**src/inc/drsr_cfg.svh**
```systemverilog
// Timing constants and bus encodings for the refresh and self-refresh link.
// Function
// - Device decodes refresh, starts internal refresh
// - Controller precharges all banks before refresh
// - Refresh row comes from internal counter
// - Refresh completes with all banks idle
// - Only NOP until refresh cycle time passes
// - Controller issues refreshes at average interval
// - At most eight refreshes postponed
// - At most eight refreshes pulled in
// - No refresh debt at self-refresh entry; checked before the termination wait, so a tick during it leaves one owed
// - Device decodes self-refresh entry with CKE low
// - Self-refresh entry only with banks precharged
// - Termination off before self-refresh entry
// - CKE held low during self-refresh
// - DLL off on entry, reset on exit
// - Inputs ignored; refresh within minimum CKE pulse
// - Self-refresh timer runs without link clock
// - Stay in self-refresh minimum CKE pulse
// - Clock stop after hold, stable before exit
// - Exit by CKE high, then exit delays
// - NOP, CKE high, termination off during exit
// - Extra refresh after exit before re-entry
`ifndef DRSR_CFG_SVH
`define DRSR_CFG_SVH
`define DRSR_SYS_NS 50
`define DRSR_CYC_UP(ns) (((ns) + `DRSR_SYS_NS - 1) / `DRSR_SYS_NS)
`define DRSR_CYC_DN(ns) ((ns) / `DRSR_SYS_NS)
`define DRSR_CK_DIV 2
`define DRSR_AVG_REFRESH_INTERVAL_NS 7800
`define DRSR_REFRESH_CYCLE_TIME_NS 110
`define DRSR_PRECHARGE_TIME_NS 14
`define DRSR_SR_EXIT_DELAY_NS 120
`define DRSR_CKE_MIN_PULSE_NS 15
`define DRSR_CLOCK_HOLD_AFTER_SR_ENTRY_NS 10
`define DRSR_CLOCK_STABLE_BEFORE_SR_EXIT_NS 10
`define DRSR_SR_EXIT_DLL_DELAY_TCK 512
`define DRSR_TERMINATION_LATENCY_TCK 6
`define DRSR_REFI_CYC `DRSR_CYC_DN(`DRSR_AVG_REFRESH_INTERVAL_NS)
`define DRSR_RFC_CYC `DRSR_CYC_UP(`DRSR_REFRESH_CYCLE_TIME_NS)
`define DRSR_RP_CYC `DRSR_CYC_UP(`DRSR_PRECHARGE_TIME_NS)
`define DRSR_XS_CYC `DRSR_CYC_UP(`DRSR_SR_EXIT_DELAY_NS)
`define DRSR_CKE_CYC `DRSR_CYC_UP(`DRSR_CKE_MIN_PULSE_NS)
`define DRSR_CKSRE_CYC `DRSR_CYC_UP(`DRSR_CLOCK_HOLD_AFTER_SR_ENTRY_NS)
`define DRSR_CKSRX_CYC `DRSR_CYC_UP(`DRSR_CLOCK_STABLE_BEFORE_SR_EXIT_NS)
`define DRSR_SR_MIN_CYC ((`DRSR_CKE_CYC > `DRSR_CKSRE_CYC) ? `DRSR_CKE_CYC : `DRSR_CKSRE_CYC)
`define DRSR_XSDLL_CYC (`DRSR_SR_EXIT_DLL_DELAY_TCK * `DRSR_CK_DIV)
`define DRSR_TERMINATION_LATENCY_CYC ((`DRSR_TERMINATION_LATENCY_TCK + 1) * `DRSR_CK_DIV)
`define DRSR_DEBT_MAX 5'sh08
`define DRSR_DEBT_MIN (-5'sh08)
`define DRSR_GAP_MAX 4'h8
`define DRSR_A10_ALL 10
`define DRSR_ENC_NOP 3'h7
`define DRSR_ENC_ACT 3'h3
`define DRSR_ENC_RD 3'h5
`define DRSR_ENC_WR 3'h4
`define DRSR_ENC_PRE 3'h2
`define DRSR_ENC_REF 3'h1
`define DRSR_TMR_W 12
`define DRSR_ROW_W 13
`endif

```
**src/inc/drsr_pkg.sv**
```systemverilog
// Types and helpers shared by both ends of the refresh link.
`include "drsr_cfg.svh"
package drsr_pkg;
   typedef logic [`DRSR_TMR_W-1:0] drsr_cnt_t;
   typedef enum logic [1:0] {DRSR_U_ACT, DRSR_U_RD, DRSR_U_WR, DRSR_U_PRE} drsr_ucmd_t;
   typedef enum {DRSR_ST_RUN, DRSR_ST_PRE, DRSR_ST_REF, DRSR_ST_ODT, DRSR_ST_SR_MIN,
      DRSR_ST_SR, DRSR_ST_CKON, DRSR_ST_XS} drsr_cst_t;

   // Compares the sampled RAS/CAS/WE triple against a command encoding.
   function automatic logic drsr_is(input logic [2:0] rcw, input logic [2:0] enc);
      drsr_is = (rcw == enc);
   endfunction
endpackage

```
**src/inc/drsr_if.sv**
```systemverilog
// Command link between memory controller and memory device.
`timescale 1ns/100ps
interface drsr_if;
   logic ck;
   logic cke;
   logic cs_n;
   logic ras_n;
   logic cas_n;
   logic we_n;
   logic [13:0] addr;
   logic [2:0] ba;
   logic odt;
   logic reset_n;
   modport ctrl (output ck, cke, cs_n, ras_n, cas_n, we_n, addr, ba, odt, reset_n);
   modport dev (input ck, cke, cs_n, ras_n, cas_n, we_n, addr, ba, odt, reset_n);
endinterface

```
**src/hw/drsr_ctrl.sv**
```systemverilog
// Memory controller end: refresh scheduling, self-refresh entry and exit, link clock.
`timescale 1ns/100ps
`include "drsr_cfg.svh"
module drsr_ctrl (
   input wire logic sys_clk_i,
   input wire logic sys_rst_i,
   drsr_if.ctrl link,
   input wire logic cmd_valid_i,
   input wire drsr_pkg::drsr_ucmd_t cmd_i,
   input wire logic [13:0] cmd_addr_i,
   input wire logic [2:0] cmd_bank_i,
   output logic cmd_ready_o,
   input wire logic odt_i,
   input wire logic sr_req_i,
   output logic sr_active_o,
   output logic ref_issued_o,
   output logic signed [4:0] ref_debt_o
);
   import drsr_pkg::*;
   localparam drsr_cnt_t REFI_C = drsr_cnt_t'(`DRSR_REFI_CYC - 1);
   localparam drsr_cnt_t RFC_C = drsr_cnt_t'(`DRSR_RFC_CYC);
   localparam drsr_cnt_t RP_C = drsr_cnt_t'(`DRSR_RP_CYC);
   localparam drsr_cnt_t XS_C = drsr_cnt_t'(`DRSR_XS_CYC);
   localparam drsr_cnt_t SRMIN_C = drsr_cnt_t'(`DRSR_SR_MIN_CYC);
   localparam drsr_cnt_t CKSRX_C = drsr_cnt_t'(`DRSR_CKSRX_CYC);
   localparam drsr_cnt_t XSDLL_C = drsr_cnt_t'(`DRSR_XSDLL_CYC);
   localparam drsr_cnt_t TERMINATION_LATENCY_C = drsr_cnt_t'(`DRSR_TERMINATION_LATENCY_CYC);

   drsr_cst_t st_q;
   drsr_cst_t st_d;
   logic ck_q;
   logic ck_run_q;
   logic ck_run_d;
   logic signed [4:0] debt_q;
   logic signed [4:0] debt_d;
   logic [3:0] gap_q;
   logic open_q;
   logic open_d;
   logic owe_q;
   logic owe_d;
   logic cke_q;
   logic cke_d;
   logic cs_n_q;
   logic cs_n_d;
   logic [2:0] rcw_q;
   logic [2:0] rcw_d;
   logic [13:0] addr_q;
   logic [13:0] addr_d;
   logic [2:0] ba_q;
   logic [2:0] ba_d;
   logic odt_q;
   logic rst_n_q;
   logic ref_now;
   logic ref_iss_q;
   logic w_load;
   drsr_cnt_t w_cnt;
   logic w_done;
   logic d_load;
   logic d_done;
   logic tick;

   // Commands change while the link clock is low and are taken at its next rising edge.
   logic slot;
   logic in_sr;
   logic force_ref;
   logic sr_ref;
   logic pull_ref;
   logic go_sr;
   logic svc;
   logic dll_cmd;
   logic user_go;
   logic [2:0] user_enc;

   assign slot = ck_q && ck_run_q;
   assign in_sr = (st_q == DRSR_ST_SR_MIN) || (st_q == DRSR_ST_SR) || (st_q == DRSR_ST_CKON);
   // Pulled-in credit must not stretch the gap between two refreshes past the postpone limit.
   assign force_ref = (debt_q >= `DRSR_DEBT_MAX) || (gap_q >= `DRSR_GAP_MAX);
   assign sr_ref = sr_req_i && ((debt_q > 5'sh00) || owe_q);
   assign pull_ref = !cmd_valid_i && !sr_req_i && (debt_q > `DRSR_DEBT_MIN);
   assign go_sr = sr_req_i && (debt_q <= 5'sh00) && !owe_q;
   assign svc = force_ref || sr_ref || go_sr || pull_ref;
   assign dll_cmd = (cmd_i == DRSR_U_RD) || (cmd_i == DRSR_U_WR);
   assign cmd_ready_o = (st_q == DRSR_ST_RUN) && slot && cke_q && !svc
                        && (!dll_cmd || d_done);
   assign user_go = cmd_valid_i && cmd_ready_o;
   assign user_enc = (cmd_i == DRSR_U_ACT) ? `DRSR_ENC_ACT :
                     (cmd_i == DRSR_U_RD) ? `DRSR_ENC_RD :
                     (cmd_i == DRSR_U_WR) ? `DRSR_ENC_WR : `DRSR_ENC_PRE;

   always_comb
   begin
      st_d = st_q;
      ck_run_d = ck_run_q;
      open_d = open_q;
      owe_d = owe_q;
      // Clock enable comes up at the first slot after the link leaves reset.
      cke_d = cke_q || (slot && (st_q == DRSR_ST_RUN));
      cs_n_d = cs_n_q;
      rcw_d = rcw_q;
      addr_d = addr_q;
      ba_d = ba_q;
      w_load = 1'b0;
      w_cnt = '0;
      d_load = 1'b0;
      ref_now = 1'b0;
      if (slot)
      begin
         cs_n_d = 1'b0;
         rcw_d = `DRSR_ENC_NOP;
      end
      unique case (st_q)
         DRSR_ST_RUN:
            if (slot && svc && cke_q)
            begin
               if (open_q)
               begin
                  rcw_d = `DRSR_ENC_PRE;
                  addr_d[`DRSR_A10_ALL] = 1'b1;
                  open_d = 1'b0;
                  st_d = DRSR_ST_PRE;
                  w_load = 1'b1;
                  w_cnt = RP_C;
               end
               else if (go_sr && !force_ref)
               begin
                  st_d = DRSR_ST_ODT;
                  w_load = 1'b1;
                  w_cnt = TERMINATION_LATENCY_C;
               end
               else
               begin
                  rcw_d = `DRSR_ENC_REF;
                  ref_now = 1'b1;
                  owe_d = 1'b0;
                  st_d = DRSR_ST_REF;
                  w_load = 1'b1;
                  w_cnt = RFC_C;
               end
            end
            else if (user_go)
            begin
               rcw_d = user_enc;
               addr_d = cmd_addr_i;
               ba_d = cmd_bank_i;
               open_d = (cmd_i == DRSR_U_ACT) || (open_q && (cmd_i != DRSR_U_PRE));
            end
         DRSR_ST_PRE, DRSR_ST_REF, DRSR_ST_XS:
            if (w_done)
               st_d = DRSR_ST_RUN;
         DRSR_ST_ODT:
            if (w_done && slot)
            begin
               cke_d = 1'b0;
               rcw_d = `DRSR_ENC_REF;
               st_d = DRSR_ST_SR_MIN;
               w_load = 1'b1;
               w_cnt = SRMIN_C;
            end
         DRSR_ST_SR_MIN:
            if (w_done && ck_q)
            begin
               ck_run_d = 1'b0;
               st_d = DRSR_ST_SR;
            end
         DRSR_ST_SR:
            if (!sr_req_i)
            begin
               ck_run_d = 1'b1;
               st_d = DRSR_ST_CKON;
               w_load = 1'b1;
               w_cnt = CKSRX_C;
            end
         DRSR_ST_CKON:
            if (w_done && slot)
            begin
               cke_d = 1'b1;
               owe_d = 1'b1;
               d_load = 1'b1;
               st_d = DRSR_ST_XS;
               w_load = 1'b1;
               w_cnt = XS_C;
            end
      endcase
      debt_d = debt_q + ((tick && !in_sr) ? 5'sh01 : 5'sh00)
               - ((ref_now && (debt_q > `DRSR_DEBT_MIN)) ? 5'sh01 : 5'sh00);
   end

   always_ff @(posedge sys_clk_i)
   begin
      if (sys_rst_i)
      begin
         st_q <= DRSR_ST_RUN;
         ck_q <= 1'b0;
         ck_run_q <= 1'b1;
         debt_q <= 5'sh00;
         gap_q <= 4'h0;
         open_q <= 1'b0;
         owe_q <= 1'b0;
         cke_q <= 1'b0;
         cs_n_q <= 1'b1;
         rcw_q <= `DRSR_ENC_NOP;
         addr_q <= 14'h0000;
         ba_q <= 3'h0;
         odt_q <= 1'b0;
         rst_n_q <= 1'b0;
         ref_iss_q <= 1'b0;
      end
      else
      begin
         st_q <= st_d;
         ck_q <= ck_run_q && !ck_q;
         ck_run_q <= ck_run_d;
         debt_q <= debt_d;
         if (ref_now || in_sr)
            gap_q <= 4'h0;
         else if (tick && (gap_q != `DRSR_GAP_MAX))
            gap_q <= gap_q + 4'h1;
         open_q <= open_d;
         owe_q <= owe_d;
         cke_q <= rst_n_q && cke_d;
         cs_n_q <= cs_n_d;
         rcw_q <= rcw_d;
         addr_q <= addr_d;
         ba_q <= ba_d;
         if (slot)
            odt_q <= odt_i && (st_q == DRSR_ST_RUN) && !go_sr && d_done;
         // The device takes its reset at one rising ck; the release then comes with ck falling.
         rst_n_q <= rst_n_q || ck_q;
         ref_iss_q <= ref_now;
      end
   end

   drsr_timer u_wait (
      .clk_i(sys_clk_i),
      .rst_i(sys_rst_i),
      .load_i(w_load),
      .count_i(w_cnt),
      .done_o(w_done)
   );

   drsr_timer u_refi (
      .clk_i(sys_clk_i),
      .rst_i(sys_rst_i),
      .load_i(tick),
      .count_i(REFI_C),
      .done_o(tick)
   );

   drsr_timer u_dll (
      .clk_i(sys_clk_i),
      .rst_i(sys_rst_i),
      .load_i(d_load),
      .count_i(XSDLL_C),
      .done_o(d_done)
   );

   assign link.ck = ck_q;
   assign link.cke = cke_q;
   assign link.cs_n = cs_n_q;
   assign link.ras_n = rcw_q[2];
   assign link.cas_n = rcw_q[1];
   assign link.we_n = rcw_q[0];
   assign link.addr = addr_q;
   assign link.ba = ba_q;
   assign link.odt = odt_q;
   assign link.reset_n = rst_n_q;
   assign sr_active_o = in_sr;
   assign ref_issued_o = ref_iss_q;
   assign ref_debt_o = debt_q;
endmodule

```
**src/hw/drsr_timer.sv**
```systemverilog
// Loadable down counter that reports when it has run out.
`timescale 1ns/100ps
module drsr_timer (
   input wire logic clk_i,
   input wire logic rst_i,
   input wire logic load_i,
   input wire drsr_pkg::drsr_cnt_t count_i,
   output logic done_o
);
   import drsr_pkg::*;
   drsr_cnt_t cnt_q;

   assign done_o = (cnt_q == '0);

   always_ff @(posedge clk_i)
   begin
      if (rst_i)
         cnt_q <= '0;
      else if (load_i)
         cnt_q <= count_i;
      else if (!done_o)
         cnt_q <= cnt_q - 1'b1;
   end
endmodule

```
**src/flat_wrapper.sv**
```systemverilog
// flat-port wrapper written by rule: the top's interface ports become plain ports
module drsr_ctrl_flat import drsr_pkg::*;
  (sys_clk_i, sys_rst_i, cmd_valid_i, cmd_i, cmd_addr_i, cmd_bank_i, cmd_ready_o, odt_i, sr_req_i, sr_active_o, ref_issued_o, ref_debt_o, link_ck, link_cke, link_cs_n, link_ras_n, link_cas_n, link_we_n, link_addr, link_ba, link_odt, link_reset_n);
  drsr_if link_i ();
  input wire logic sys_clk_i;
  input wire logic sys_rst_i;
  input wire logic cmd_valid_i;
  input wire drsr_pkg::drsr_ucmd_t cmd_i;
  input wire logic [13:0] cmd_addr_i;
  input wire logic [2:0] cmd_bank_i;
  output logic cmd_ready_o;
  input wire logic odt_i;
  input wire logic sr_req_i;
  output logic sr_active_o;
  output logic ref_issued_o;
  output logic signed [4:0] ref_debt_o;
  output wire logic [$bits(link_i.ck)-1:0] link_ck;
  output wire logic [$bits(link_i.cke)-1:0] link_cke;
  output wire logic [$bits(link_i.cs_n)-1:0] link_cs_n;
  output wire logic [$bits(link_i.ras_n)-1:0] link_ras_n;
  output wire logic [$bits(link_i.cas_n)-1:0] link_cas_n;
  output wire logic [$bits(link_i.we_n)-1:0] link_we_n;
  output wire logic [$bits(link_i.addr)-1:0] link_addr;
  output wire logic [$bits(link_i.ba)-1:0] link_ba;
  output wire logic [$bits(link_i.odt)-1:0] link_odt;
  output wire logic [$bits(link_i.reset_n)-1:0] link_reset_n;
  assign link_ck = link_i.ck;
  assign link_cke = link_i.cke;
  assign link_cs_n = link_i.cs_n;
  assign link_ras_n = link_i.ras_n;
  assign link_cas_n = link_i.cas_n;
  assign link_we_n = link_i.we_n;
  assign link_addr = link_i.addr;
  assign link_ba = link_i.ba;
  assign link_odt = link_i.odt;
  assign link_reset_n = link_i.reset_n;
  drsr_ctrl u_core (.sys_clk_i(sys_clk_i), .sys_rst_i(sys_rst_i), .link(link_i), .cmd_valid_i(cmd_valid_i), .cmd_i(cmd_i), .cmd_addr_i(cmd_addr_i), .cmd_bank_i(cmd_bank_i), .cmd_ready_o(cmd_ready_o), .odt_i(odt_i), .sr_req_i(sr_req_i), .sr_active_o(sr_active_o), .ref_issued_o(ref_issued_o), .ref_debt_o(ref_debt_o));
endmodule
```
**config.mk**
```make
export PLATFORM = sky130hd
export DESIGN_NAME = drsr_ctrl_flat
export DESIGN_NICKNAME = d
export VERILOG_FILES = /design/src/inc/drsr_pkg.sv /design/src/inc/drsr_if.sv /design/src/hw/drsr_ctrl.sv /design/src/hw/drsr_timer.sv /design/src/flat_wrapper.sv
export VERILOG_INCLUDE_DIRS = /design/src /design/src/inc
export SDC_FILE = /design/constraint.sdc
export NUM_CORES = 1
export LEC_CHECK = 0
export BUFFER_PORTS_ARGS = -buffer_cell sky130_fd_sc_hd__buf_2
export CAP_MARGIN = 0
export CELL_PAD_IN_SITES_DETAIL_PLACEMENT = 0
export CELL_PAD_IN_SITES_GLOBAL_PLACEMENT = 2
export CORE_MARGIN = 1
export CORE_UTILIZATION = 32
export CTS_BUF_LIST = sky130_fd_sc_hd__clkbuf_4 sky130_fd_sc_hd__clkbuf_8
export DETAILED_ROUTE_END_ITERATION = 10
export PLACE_DENSITY = 0.79
export SYNTH_ARGS = -nofsm -noshare
export SYNTH_HDL_FRONTEND = slang
export SYNTH_SLANG_ARGS = --single-unit
```
**constraint.sdc**
```tcl
create_clock -name sys_clk_i -period 2.7 [get_ports sys_clk_i]
set_clock_uncertainty 0.05 [all_clocks]
set_input_delay 0.54 -clock sys_clk_i [delete_from_list [all_inputs] [get_ports sys_clk_i]]
set_output_delay 0.54 -clock sys_clk_i [all_outputs]
set_load 0.1 [all_outputs]
```
==> flow_metrics.py, run 1 <==
metrics = {
    "sta": {
        "hold_viol": 0,
        "setup_viol": 1,
        "finalCritPeriodShare_pct": 105.8,
        "slew_viol_final": 0,
        "setup_tns_ns": -0.1559,
        "worst_pin_slew_ns": 0.6228,
        "max_freq_mhz": 350.2,
        "timing.hold.ws_ns": 0.3709,
        "rsz0062_at_grt": "yes",
        "slew_headroom_pct": 58.48,
        "fin_crit_ns": 2.856,
        "layout_setup_ws_ns": -0.1559,
    },
    "logic_synthesis": {
        "syn_area_um2": 3887,
        "synthTopCellsByCount": "dfxtp_1, nor2_1, nand2_1",
        "synth_area_leaders": "dfxtp_1, ha_1, nor2_1, a21oi_1, nand2_1",
        "synth_mux_area_share_pct": 0.8046,
        "yosys.area_share.simple_pct": 28.03,
        "postSynthRegisterBits": 77,
        "async_flop_share_pct": 0,
        "synth_fp_nets": 497,
        "synth_compound_area_share_pct": 13.74,
        "synth-edff-count": 0,
        "synth-adder-area-share_pct": 5.986,
        "ys_seq_area_share_pct": 39.65,
        "synth_top_family_by_area": "simple AND/OR/NAND/NOR gates",
        "synthXorXnorAreaFrac_pct": 7.435,
        "synth.distinct_cells": 62,
        "yosys_warnings": 0,
        "synthFlopType": "dfxtp_1",
        "synth_area_per_cell_um2": 8.544,
        "synth_top_area_share_pct": 39.65,
        "synthCells": 455,
        "yosysMostFrequentCell": "dfxtp_1",
        "synth_top_cell_by_area": "dfxtp_1",
    },
    "finish": {
        "fillCellCount": 1186,
        "post-route-util_pct": 42.16,
        "layout.nets": 586,
        "areaGrowthSynthToFinish_pct": 25.94,
        "drive_above_1_share_pct": 26.82,
        "antenna_cells": 0,
    },
    "clock_network": {
        "clock_latency_ns": 0.36,
        "clock-root-buffer": "clkbuf_8",
        "h-tree-depth": 3,
        "cts_hold_buf": 0,
        "clk_path_buf_depth": 2,
        "cts.sinks": 77,
        "cts_made_buffers": 9,
        "cts_tree": "built",
        "path_clk_slew_ns": 0.08,
    },
    "global_routing": {
        "antenna_found_initial": 0,
        "grt_start_max_net_pins": 30,
        "grt_pass1_wl_um": 15890,
        "grt_use_total_pct": 15.95,
        "first_global_vias": 3298,
        "grt.overflow.total": 0,
    },
    "power": {
        "p_comb_share_pct": 47.9,
        "p_seq_share_pct": 33.2,
        "p_per_area_nw_per_um2": 1050,
        "p_total_mw": 5.143,
        "p_sw_share_pct": 41.95,
        "ir_drop_v": 0.0005788,
        "power.leakage_nw": 2.002,
        "pwr-share-clk_pct": 18.9,
        "switchingPower_mw": 2.158,
        "internal_power_mw": 2.985,
    },
    "drt": {
        "first_pass_iters": 7,
        "drtIter0Drc": 219,
        "drc": 5,
        "vias_per_cell": 4.951,
        "ant_nets": 0,
        "wl_um": 9441,
        "vias": 3421,
        "wl_per_cell_um": 13.66,
    },
    "worst_setup_path": {
        "required_ns": 2.88,
        "cp_max_fo": 4,
        "end_kind": "flop",
        "reg2reg_from": "u_core.ref_debt_o[3]",
        "worstSetupPathType": "reg2reg",
        "start_kind": "flop",
        "arrival_ns": 3.03,
        "crit_start": "u_core.ref_debt_o[3]",
    },
    "placed_design": {
        "dp_hpwl_um": 7065,
        "gp_congestion": 0.7892,
        "dp_slack_ns": -0.2121,
        "port_buffers": 56,
    },
    "die": {
        "die_h_um": 112.2,
        "start_util_pct": 33.47,
        "die_w_um": 112.2,
        "rows": 39,
        "coreArea_um2": 11610,
        "die_area_um2": 12590,
        "ioPinCount": 57,
    },
    "worst_hold_path": {
        "min_from": "cmd_addr_i[13]",
        "hold_class": "in2reg",
    },
    "run_status": {
        "violations": "DRC, setup timing",
        "outcome": "finished, violations left",
    },
    "job": {
        "maxCapViolations": 0,
    },
}
registers in the layout (all words and copies together), names as in the netlist:
| register | flops |
|---|---|
| u_core.gap_q | 4 |
| u_core.open_q | 1 |
| u_core.link.ba | 3 |
| u_core.link.odt | 1 |
| u_core.u_wait.cnt_q | 12 |
| u_core.ck_run_q | 1 |
| u_core.st_q | 3 |
| u_core.ref_debt_o | 5 |
| u_core.owe_q | 1 |
| u_core.link.cs_n | 1 |
| u_core.u_refi.cnt_q | 12 |
| u_core.u_dll.cnt_q | 12 |
| u_core.link.cke | 1 |
| u_core.rcw_q | 3 |
| u_core.link.addr | 14 |
| u_core.link.reset_n | 1 |
| u_core.ref_issued_o | 1 |
| u_core.link.ck | 1 |
what timing repair did:
action / in CTS / in global routing
hold endpoints to repair: 0 / 0
gates cloned: 0 / 0
setup buffers: 1 / 3
pin swaps: 1 / 2
endpoints found under the setup margin: 3 / 5
gates resized for setup: 3 / 3
worst paths after layout:
kind,end,slack [ns],cells after the start
max,u_core.ref_debt_o[4],-0.16,16
min,u_core.link.addr[13],0.37,3
max reg2reg,u_core.ref_debt_o[4],-0.16,16
min reg2reg,u_core.link.cs_n,0.40,1
cells by family (layout without fill, tap and decap cells):
kind of cell               after synthesis  count (layout)
AOI/OAI and AO/OA                       83              83
xor gates and xnor gates                33              33
adders and majority gates               18              18
buffers and inverters                   41             134
DFF                                     77              77
muxes                                    3               3
and+or+nand+nor                        200             200
cell usage in the layout (no fill, tap or decap), types with 14 or more instances in the layout:
cell / count
inv_1: 23
nor3_1: 15
xor2_1: 15
xnor2_1: 18
ha_1: 14
nand2_1: 51
nor2_1: 54
buf_2: 55
buf_4: 38
dfxtp_1: 70
a21oi_1: 37
layer usage:
layer	track usage (%)	vias to the layer above	routed length, µm
met1	19.89	1593	4455
met3	4.752	14	415
met2	25.84	53	4400
met4	6.311	0	170
li1	-	1761	-
met5	0	-	0
power groups by stage:
stage | clock network (mW) | registers, mW | logic (mW)
floorplan | 0 | 2.02 | 1.61
global placement | 0 | 1.72 | 2.43
detailed placement | 0 | 1.73 | 2.44
CTS | 1.01 | 1.71 | 2.47
global route | 1.06 | 1.76 | 2.73
finish | 0.972 | 1.71 | 2.46
cell type report:
class | count | area [µm²] | share of cell area (%)
flip-flops and latches | 77 | 1563 | 31.92
inverters | 25 | 96.34 | 1.968
multi-input cells | 337 | 2261 | 46.18
well taps | 143 | 178.9 | 3.654
clock buffers | 11 | 145.1 | 2.964
repair buffers | 94 | 580.6 | 11.86
clock inverters | 4 | 71.32 | 1.457
critical path, stage by stage (launching register included):
cell and delay, ns:
dfxtp_4 0.37, ha_4 0.15, nor4b_4 0.13, o31a_4 0.34
nor3_4 0.13, nand2b_1 0.10, nor3_2 0.12, ha_1 0.24
inv_1 0.06, ha_2 0.17, inv_1 0.05, fa_2 0.33
inv_1 0.06, a21oi_1 0.06, o21bai_1 0.17, xnor2_1 0.13
nor2_1 0.05
metrics by stage:
| step | instances | instance area, µm² |
|---|---|---|
| after floorplan | 455 | 3974 |
| after global placement | 672 | 4628 |
| after detailed placement | 672 | 4628 |
| after CTS | 688 | 4863 |
| after global routing | 691 | 4896 |
| final | 691 | 4896 |
Power figures use the tool's default switching activity.
==> inputs of run 2 (changes only) <==
--- a/config.mk
+++ b/config.mk
@@ -11,5 +11,4 @@
 export CELL_PAD_IN_SITES_DETAIL_PLACEMENT = 0
 export CELL_PAD_IN_SITES_GLOBAL_PLACEMENT = 2
-export CORE_MARGIN = 1
 export CORE_UTILIZATION = 32
 export CTS_BUF_LIST = sky130_fd_sc_hd__clkbuf_4 sky130_fd_sc_hd__clkbuf_8
==> constraint.sdc (replaced) <==
create_clock -name sys_clk_i -period 2.7 [get_ports sys_clk_i]
set_clock_uncertainty 0.05 [all_clocks]
set_input_delay 0.135 -clock sys_clk_i [delete_from_list [all_inputs] [get_ports sys_clk_i]]
set_output_delay 0.135 -clock sys_clk_i [all_outputs]
set_load 0.1 [all_outputs]
==> flow_metrics.py, run 2 (synthesis results as in run 1) <==
metrics = {
    "run_status": {
        "outcome": "finished, violations left",
        "violations": "DRC, setup timing",
    },
    "finish": {
        "layout_common_cells": "dfxtp_1, buf_2, nor2_1, nand2_1, a21oi_1",
        "drive_above_1_share_pct": 25.27,
        "antenna_cells": 0,
        "fillCellCount": 1190,
        "layout.nets": 595,
        "largest_register_ffs": 14,
        "layout_commonest_cell": "dfxtp_1",
        "areaGrowthSynthToFinish_pct": 27.87,
    },
    "worst_setup_path": {
        "end_kind": "flop",
        "path_cells": "ha_4, nor4b_4, o31a_4, nor3_4, nand2b_1, nor3_2, ha_2, inv_2, ha_4, inv_2, fa_2, inv_1, a21oi_1, o21bai_1, xnor2_1, nor2_1",
        "critical-path-top-delay-family": "adder cells",
        "cpPeakStageDelay_ns": 0.38,
        "cp_num_buf_inv": 3,
        "required_ns": 2.89,
        "start_kind": "flop",
        "worstSetupPathType": "reg2reg",
        "slowest_stage": "dfxtp_4",
        "arrival_ns": 3.05,
        "cp_max_fo": 4,
    },
    "drt": {
        "ant_nets": 0,
        "vias_per_cell": 4.922,
        "drc": 1,
        "vias": 3450,
        "drtIter0Drc": 154,
        "top_layer_used": "met4",
        "first_pass_iters": 7,
        "wl_per_cell_um": 14.22,
        "drt-met1-wl_um": 4526,
        "dr_wl_met2_um": 4917,
        "wl_um": 9969,
        "dr_wl_met3_um": 426,
    },
    "global_routing": {
        "antenna_found_initial": 0,
        "first_global_vias": 3440,
        "grt_use_total_pct": 17.14,
        "grt.overflow.total": 0,
        "grt_pass1_wl_um": 17050,
        "grt_start_max_net_pins": 28,
    },
    "sta": {
        "fin_crit_ns": 2.856,
        "hold_viol": 0,
        "layout_setup_ws_ns": -0.1564,
        "worst_pin_slew_ns": 0.5771,
        "finalCritPeriodShare_pct": 105.8,
        "rsz0062_at_grt": "yes",
        "timing.hold.ws_ns": 0.1231,
        "slew_headroom_pct": 61.04,
        "slew_viol_final": 0,
        "max_freq_mhz": 350.1,
        "setup_viol": 1,
    },
    "placed_design": {
        "port_buffers": 56,
        "gp_congestion": 0.7603,
        "dp_hpwl_um": 7196,
    },
    "die": {
        "die_area_um2": 12590,
        "die_h_um": 112.2,
        "ioPinCount": 57,
        "rows": 39,
        "start_util_pct": 33.47,
        "die_w_um": 112.2,
        "coreArea_um2": 11610,
    },
    "clock_network": {
        "clock-root-buffer": "clkbuf_8",
        "cts.sinks": 77,
        "cts_tree": "built",
        "clock_latency_ns": 0.36,
        "cts_made_buffers": 9,
        "clk_path_buf_depth": 2,
        "path_clk_slew_ns": 0.08,
        "h-tree-depth": 3,
    },
    "power": {
        "power.leakage_nw": 2.010,
        "ir_drop_v": 0.0004014,
        "p_per_area_nw_per_um2": 1012,
        "p_total_mw": 5.030,
    },
    "job": {
        "maxCapViolations": 0,
    },
    "worst_hold_path": {
        "hold_class": "in2reg",
    },
}
## run 2: what timing repair did
item | 4_1_cts | 5_1_grt
setup buffers | 1 | 2
endpoints found under the setup margin | 3 | 4
endpoints found under the hold margin | 16 | 0
pin swaps | 0 | 3
hold buffers | 16 | 0
gates resized for setup | 2 | 7
## run 2: final cells by class
type | instances | area [µm²] | area share [%]
Clock inverter | 6 | 53.80 | 1.082
Timing Repair Buffer | 103 | 673.1 | 13.54
Clock buffer | 10 | 131.4 | 2.643
Tap cell | 143 | 178.9 | 3.599
Multi-Input combinational cell | 337 | 2275 | 45.76
Inverter | 25 | 96.34 | 1.938
Sequential cell | 77 | 1563 | 31.44
## run 2: path summary, 6_finish.rpt
kind,start,endpoint,slack [ns],depth (start not counted)
worst min-delay path,cmd_addr_i[10],u_core.link.addr[10],0.12,3
worst min register to register,u_core.link.addr[12],u_core.link.addr[12],0.40,2
worst max-delay path,u_core.ref_debt_o[3],u_core.ref_debt_o[4],-0.16,16
worst max register to register,u_core.ref_debt_o[3],u_core.ref_debt_o[4],-0.16,16
## run 2: power breakdown
part,switching (mW),internal (mW)
Combinational,1.45,1.02
Clock,0.422,0.426
Sequential,0.290,1.41
Total,2.17,2.86
## run 2: worst register-to-register path, cell delays in order, from the launching register on
cell      delay, ns
dfxtp_4        0.38
ha_4           0.16
nor4b_4        0.13
o31a_4         0.34
nor3_4         0.13
nand2b_1       0.10
nor3_2         0.12
ha_2           0.30
inv_2          0.07
ha_4           0.13
inv_2          0.03
fa_2           0.33
inv_1          0.06
a21oi_1        0.06
o21bai_1       0.16
xnor2_1        0.14
nor2_1         0.05
## run 2: stage by stage
step	utilization, %	instances	TNS [ns]	cell area, µm²	setup WS, ns
2_1_floorplan	-	455	-0.2250	3974	-0.2197
5_1_grt	42.80	701	-0.4958	4971	-0.3128
4_1_cts	42.47	699	-0.1420	4932	-0.1420
3_3_place_gp	39.33	666	-0.1327	4568	-0.1327
6_report	42.80	701	-0.1564	4971	-0.1564
3_5_place_dp	39.33	666	-0.2191	4568	-0.1826
## run 2: metal layers
layer / GRT usage [%] / vias up
li1: - / 1777
met1: 20.73 / 1627
met5: 0 / -
met4: 4.978 / 0
met2: 29.15 / 41
met3: 5.454 / 5
==> inputs of run 3 (changes only) <==
- CORE_UTILIZATION: 32 -> 38
- PLACE_DENSITY: 0.79 -> 0.88
- clock period: 2.7 -> 3.3 ns (I/O delays scaled with it)
==> flow_metrics.py, run 3 (synthesis results as in run 1) <==
metrics = {
    "global_routing": {
        "grt_use_total_pct": 19.64,
        "antenna_found_initial": 0,
        "grt_start_max_net_pins": 30,
        "grt.overflow.total": 0,
        "grt_pass1_wl_um": 15880,
        "first_global_vias": 3275,
    },
    "power": {
        "pwr-share-clk_pct": 20.3,
        "p_sw_share_pct": 42.27,
        "p_total_mw": 4.160,
        "p_per_area_nw_per_um2": 877.8,
        "p_comb_share_pct": 46.6,
        "internal_power_mw": 2.402,
        "p_seq_share_pct": 33.2,
        "power.leakage_nw": 1.925,
        "ir_drop_v": 0.0005233,
        "switchingPower_mw": 1.758,
    },
    "sta": {
        "fin_crit_ns": 3.069,
        "slew_headroom_pct": 46.43,
        "setup_tns_ns": 0,
        "layout_setup_ws_ns": 0.2306,
        "max_freq_mhz": 325.8,
        "timing.hold.ws_ns": 0.1394,
        "worst_pin_slew_ns": 0.8035,
        "hold_viol": 0,
        "finalCritPeriodShare_pct": 93.01,
        "slew_viol_final": 0,
        "setup_viol": 0,
    },
    "clock_network": {
        "cts_made_buffers": 9,
        "path_clk_slew_ns": 0.08,
        "clock-root-buffer": "clkbuf_8",
        "cts_setup_buffers": 0,
        "clk_path_buf_depth": 2,
        "cts_tree": "built",
        "cts.sinks": 77,
        "clock_latency_ns": 0.36,
        "h-tree-depth": 3,
    },
    "finish": {
        "drive_above_1_share_pct": 20.00,
        "antenna_cells": 0,
        "layout_commonest_cell": "dfxtp_1",
        "fillCellCount": 974,
        "final_cells": 668,
        "layout.nets": 573,
        "post-route-util_pct": 48.05,
        "largest_register_ffs": 14,
        "areaGrowthSynthToFinish_pct": 21.92,
        "fin_area_um2": 4740,
        "layout_common_cells": "dfxtp_1, buf_2, nor2_1, nand2_1, a21oi_1",
    },
    "drt": {
        "wl_per_cell_um": 14.45,
        "drc": 0,
        "vias": 3422,
        "ant_nets": 0,
        "vias_per_cell": 5.123,
        "drtIter0Drc": 122,
        "first_pass_iters": 4,
        "wl_um": 9654,
    },
    "die": {
        "die_w_um": 103.1,
        "rows": 36,
        "die_area_um2": 10640,
        "ioPinCount": 57,
        "die_h_um": 103.1,
        "start_util_pct": 39.41,
        "coreArea_um2": 9864,
    },
    "worst_setup_path": {
        "cp_num_buf_inv": 4,
        "start_kind": "flop",
        "arrival_ns": 3.26,
        "slowest_stage": "o31a_2",
        "cpPeakStageDelay_ns": 0.40,
        "worstSetupPathType": "reg2reg",
        "cp_max_fo": 5,
        "end_kind": "flop",
        "required_ns": 3.50,
        "critical-path-top-delay-family": "adder cells",
        "crit_top_cell": "inv_1",
        "path_cells": "inv_1, ha_1, o31a_2, nor3_2, nand2b_1, nor3_2, ha_1, inv_1, ha_1, inv_1, fa_1, inv_1, a21oi_1, o21bai_1, xnor2_1, nor2_1",
    },
    "placed_design": {
        "dp_slack_ns": 0.1311,
        "dp_hpwl_um": 6872,
        "placed_cells": 637,
        "gp_congestion": 0.7963,
        "port_buffers": 56,
        "placed_area_um2": 4337,
    },
    "job": {
        "maxCapViolations": 0,
    },
    "run_status": {
        "outcome": "completed",
    },
    "worst_hold_path": {
        "hold_class": "in2reg",
    },
}
[run 3: power groups by stage]
stage | Combinational (mW) | Clock (mW) | Sequential (mW)
final | 1.94 | 0.843 | 1.38
after global routing | 2.14 | 0.906 | 1.41
after detailed placement | 1.92 | 0 | 1.40
after global placement | 1.89 | 0 | 1.39
after floorplan | 1.30 | 0 | 1.63
after CTS | 1.95 | 0.869 | 1.38
[run 3: cell type report]
| cell class | instances | area (µm²) | share of cell area (%) |
|---|---|---|---|
| Tap cell | 133 | 166.4 | 3.511 |
| Clock inverter | 3 | 67.56 | 1.426 |
| Multi-Input combinational cell | 337 | 2191 | 46.22 |
| Inverter | 25 | 93.84 | 1.980 |
| Sequential cell | 77 | 1548 | 32.66 |
| Clock buffer | 12 | 165.2 | 3.485 |
| Timing Repair Buffer | 81 | 508.0 | 10.72 |
[run 3: final timing paths]
| kind | startpoint | endpoint | slack [ns] | depth (start not counted) |
|---|---|---|---|---|
| min | cmd_addr_i[10] | u_core.link.addr[10] | 0.14 | 3 |
| min reg2reg | u_core.link.addr[1] | u_core.link.addr[1] | 0.40 | 2 |
| max | u_core.ref_debt_o[3] | u_core.ref_debt_o[4] | 0.23 | 16 |
| max reg2reg | u_core.ref_debt_o[3] | u_core.ref_debt_o[4] | 0.23 | 16 |
[run 3: worst min-delay path: stages]
cell and delay, ns:
buf_2 0.10, nor3_1 0.17, nor4_1 0.07
[run 3: routing by layer]
layer  part of all wire [%]  global-route usage [%]
met1                     47                   24.94
met2                     46                   30.62
met3                    4.9                   7.322
met4                    2.0                   6.717
met5                      0                       0
[run 3: what timing repair did]
item,in CTS,in global routing
endpoints found under the hold margin,16,0
endpoints found under the setup margin,0,1
hold buffers,16,0
gates resized for setup,0,2
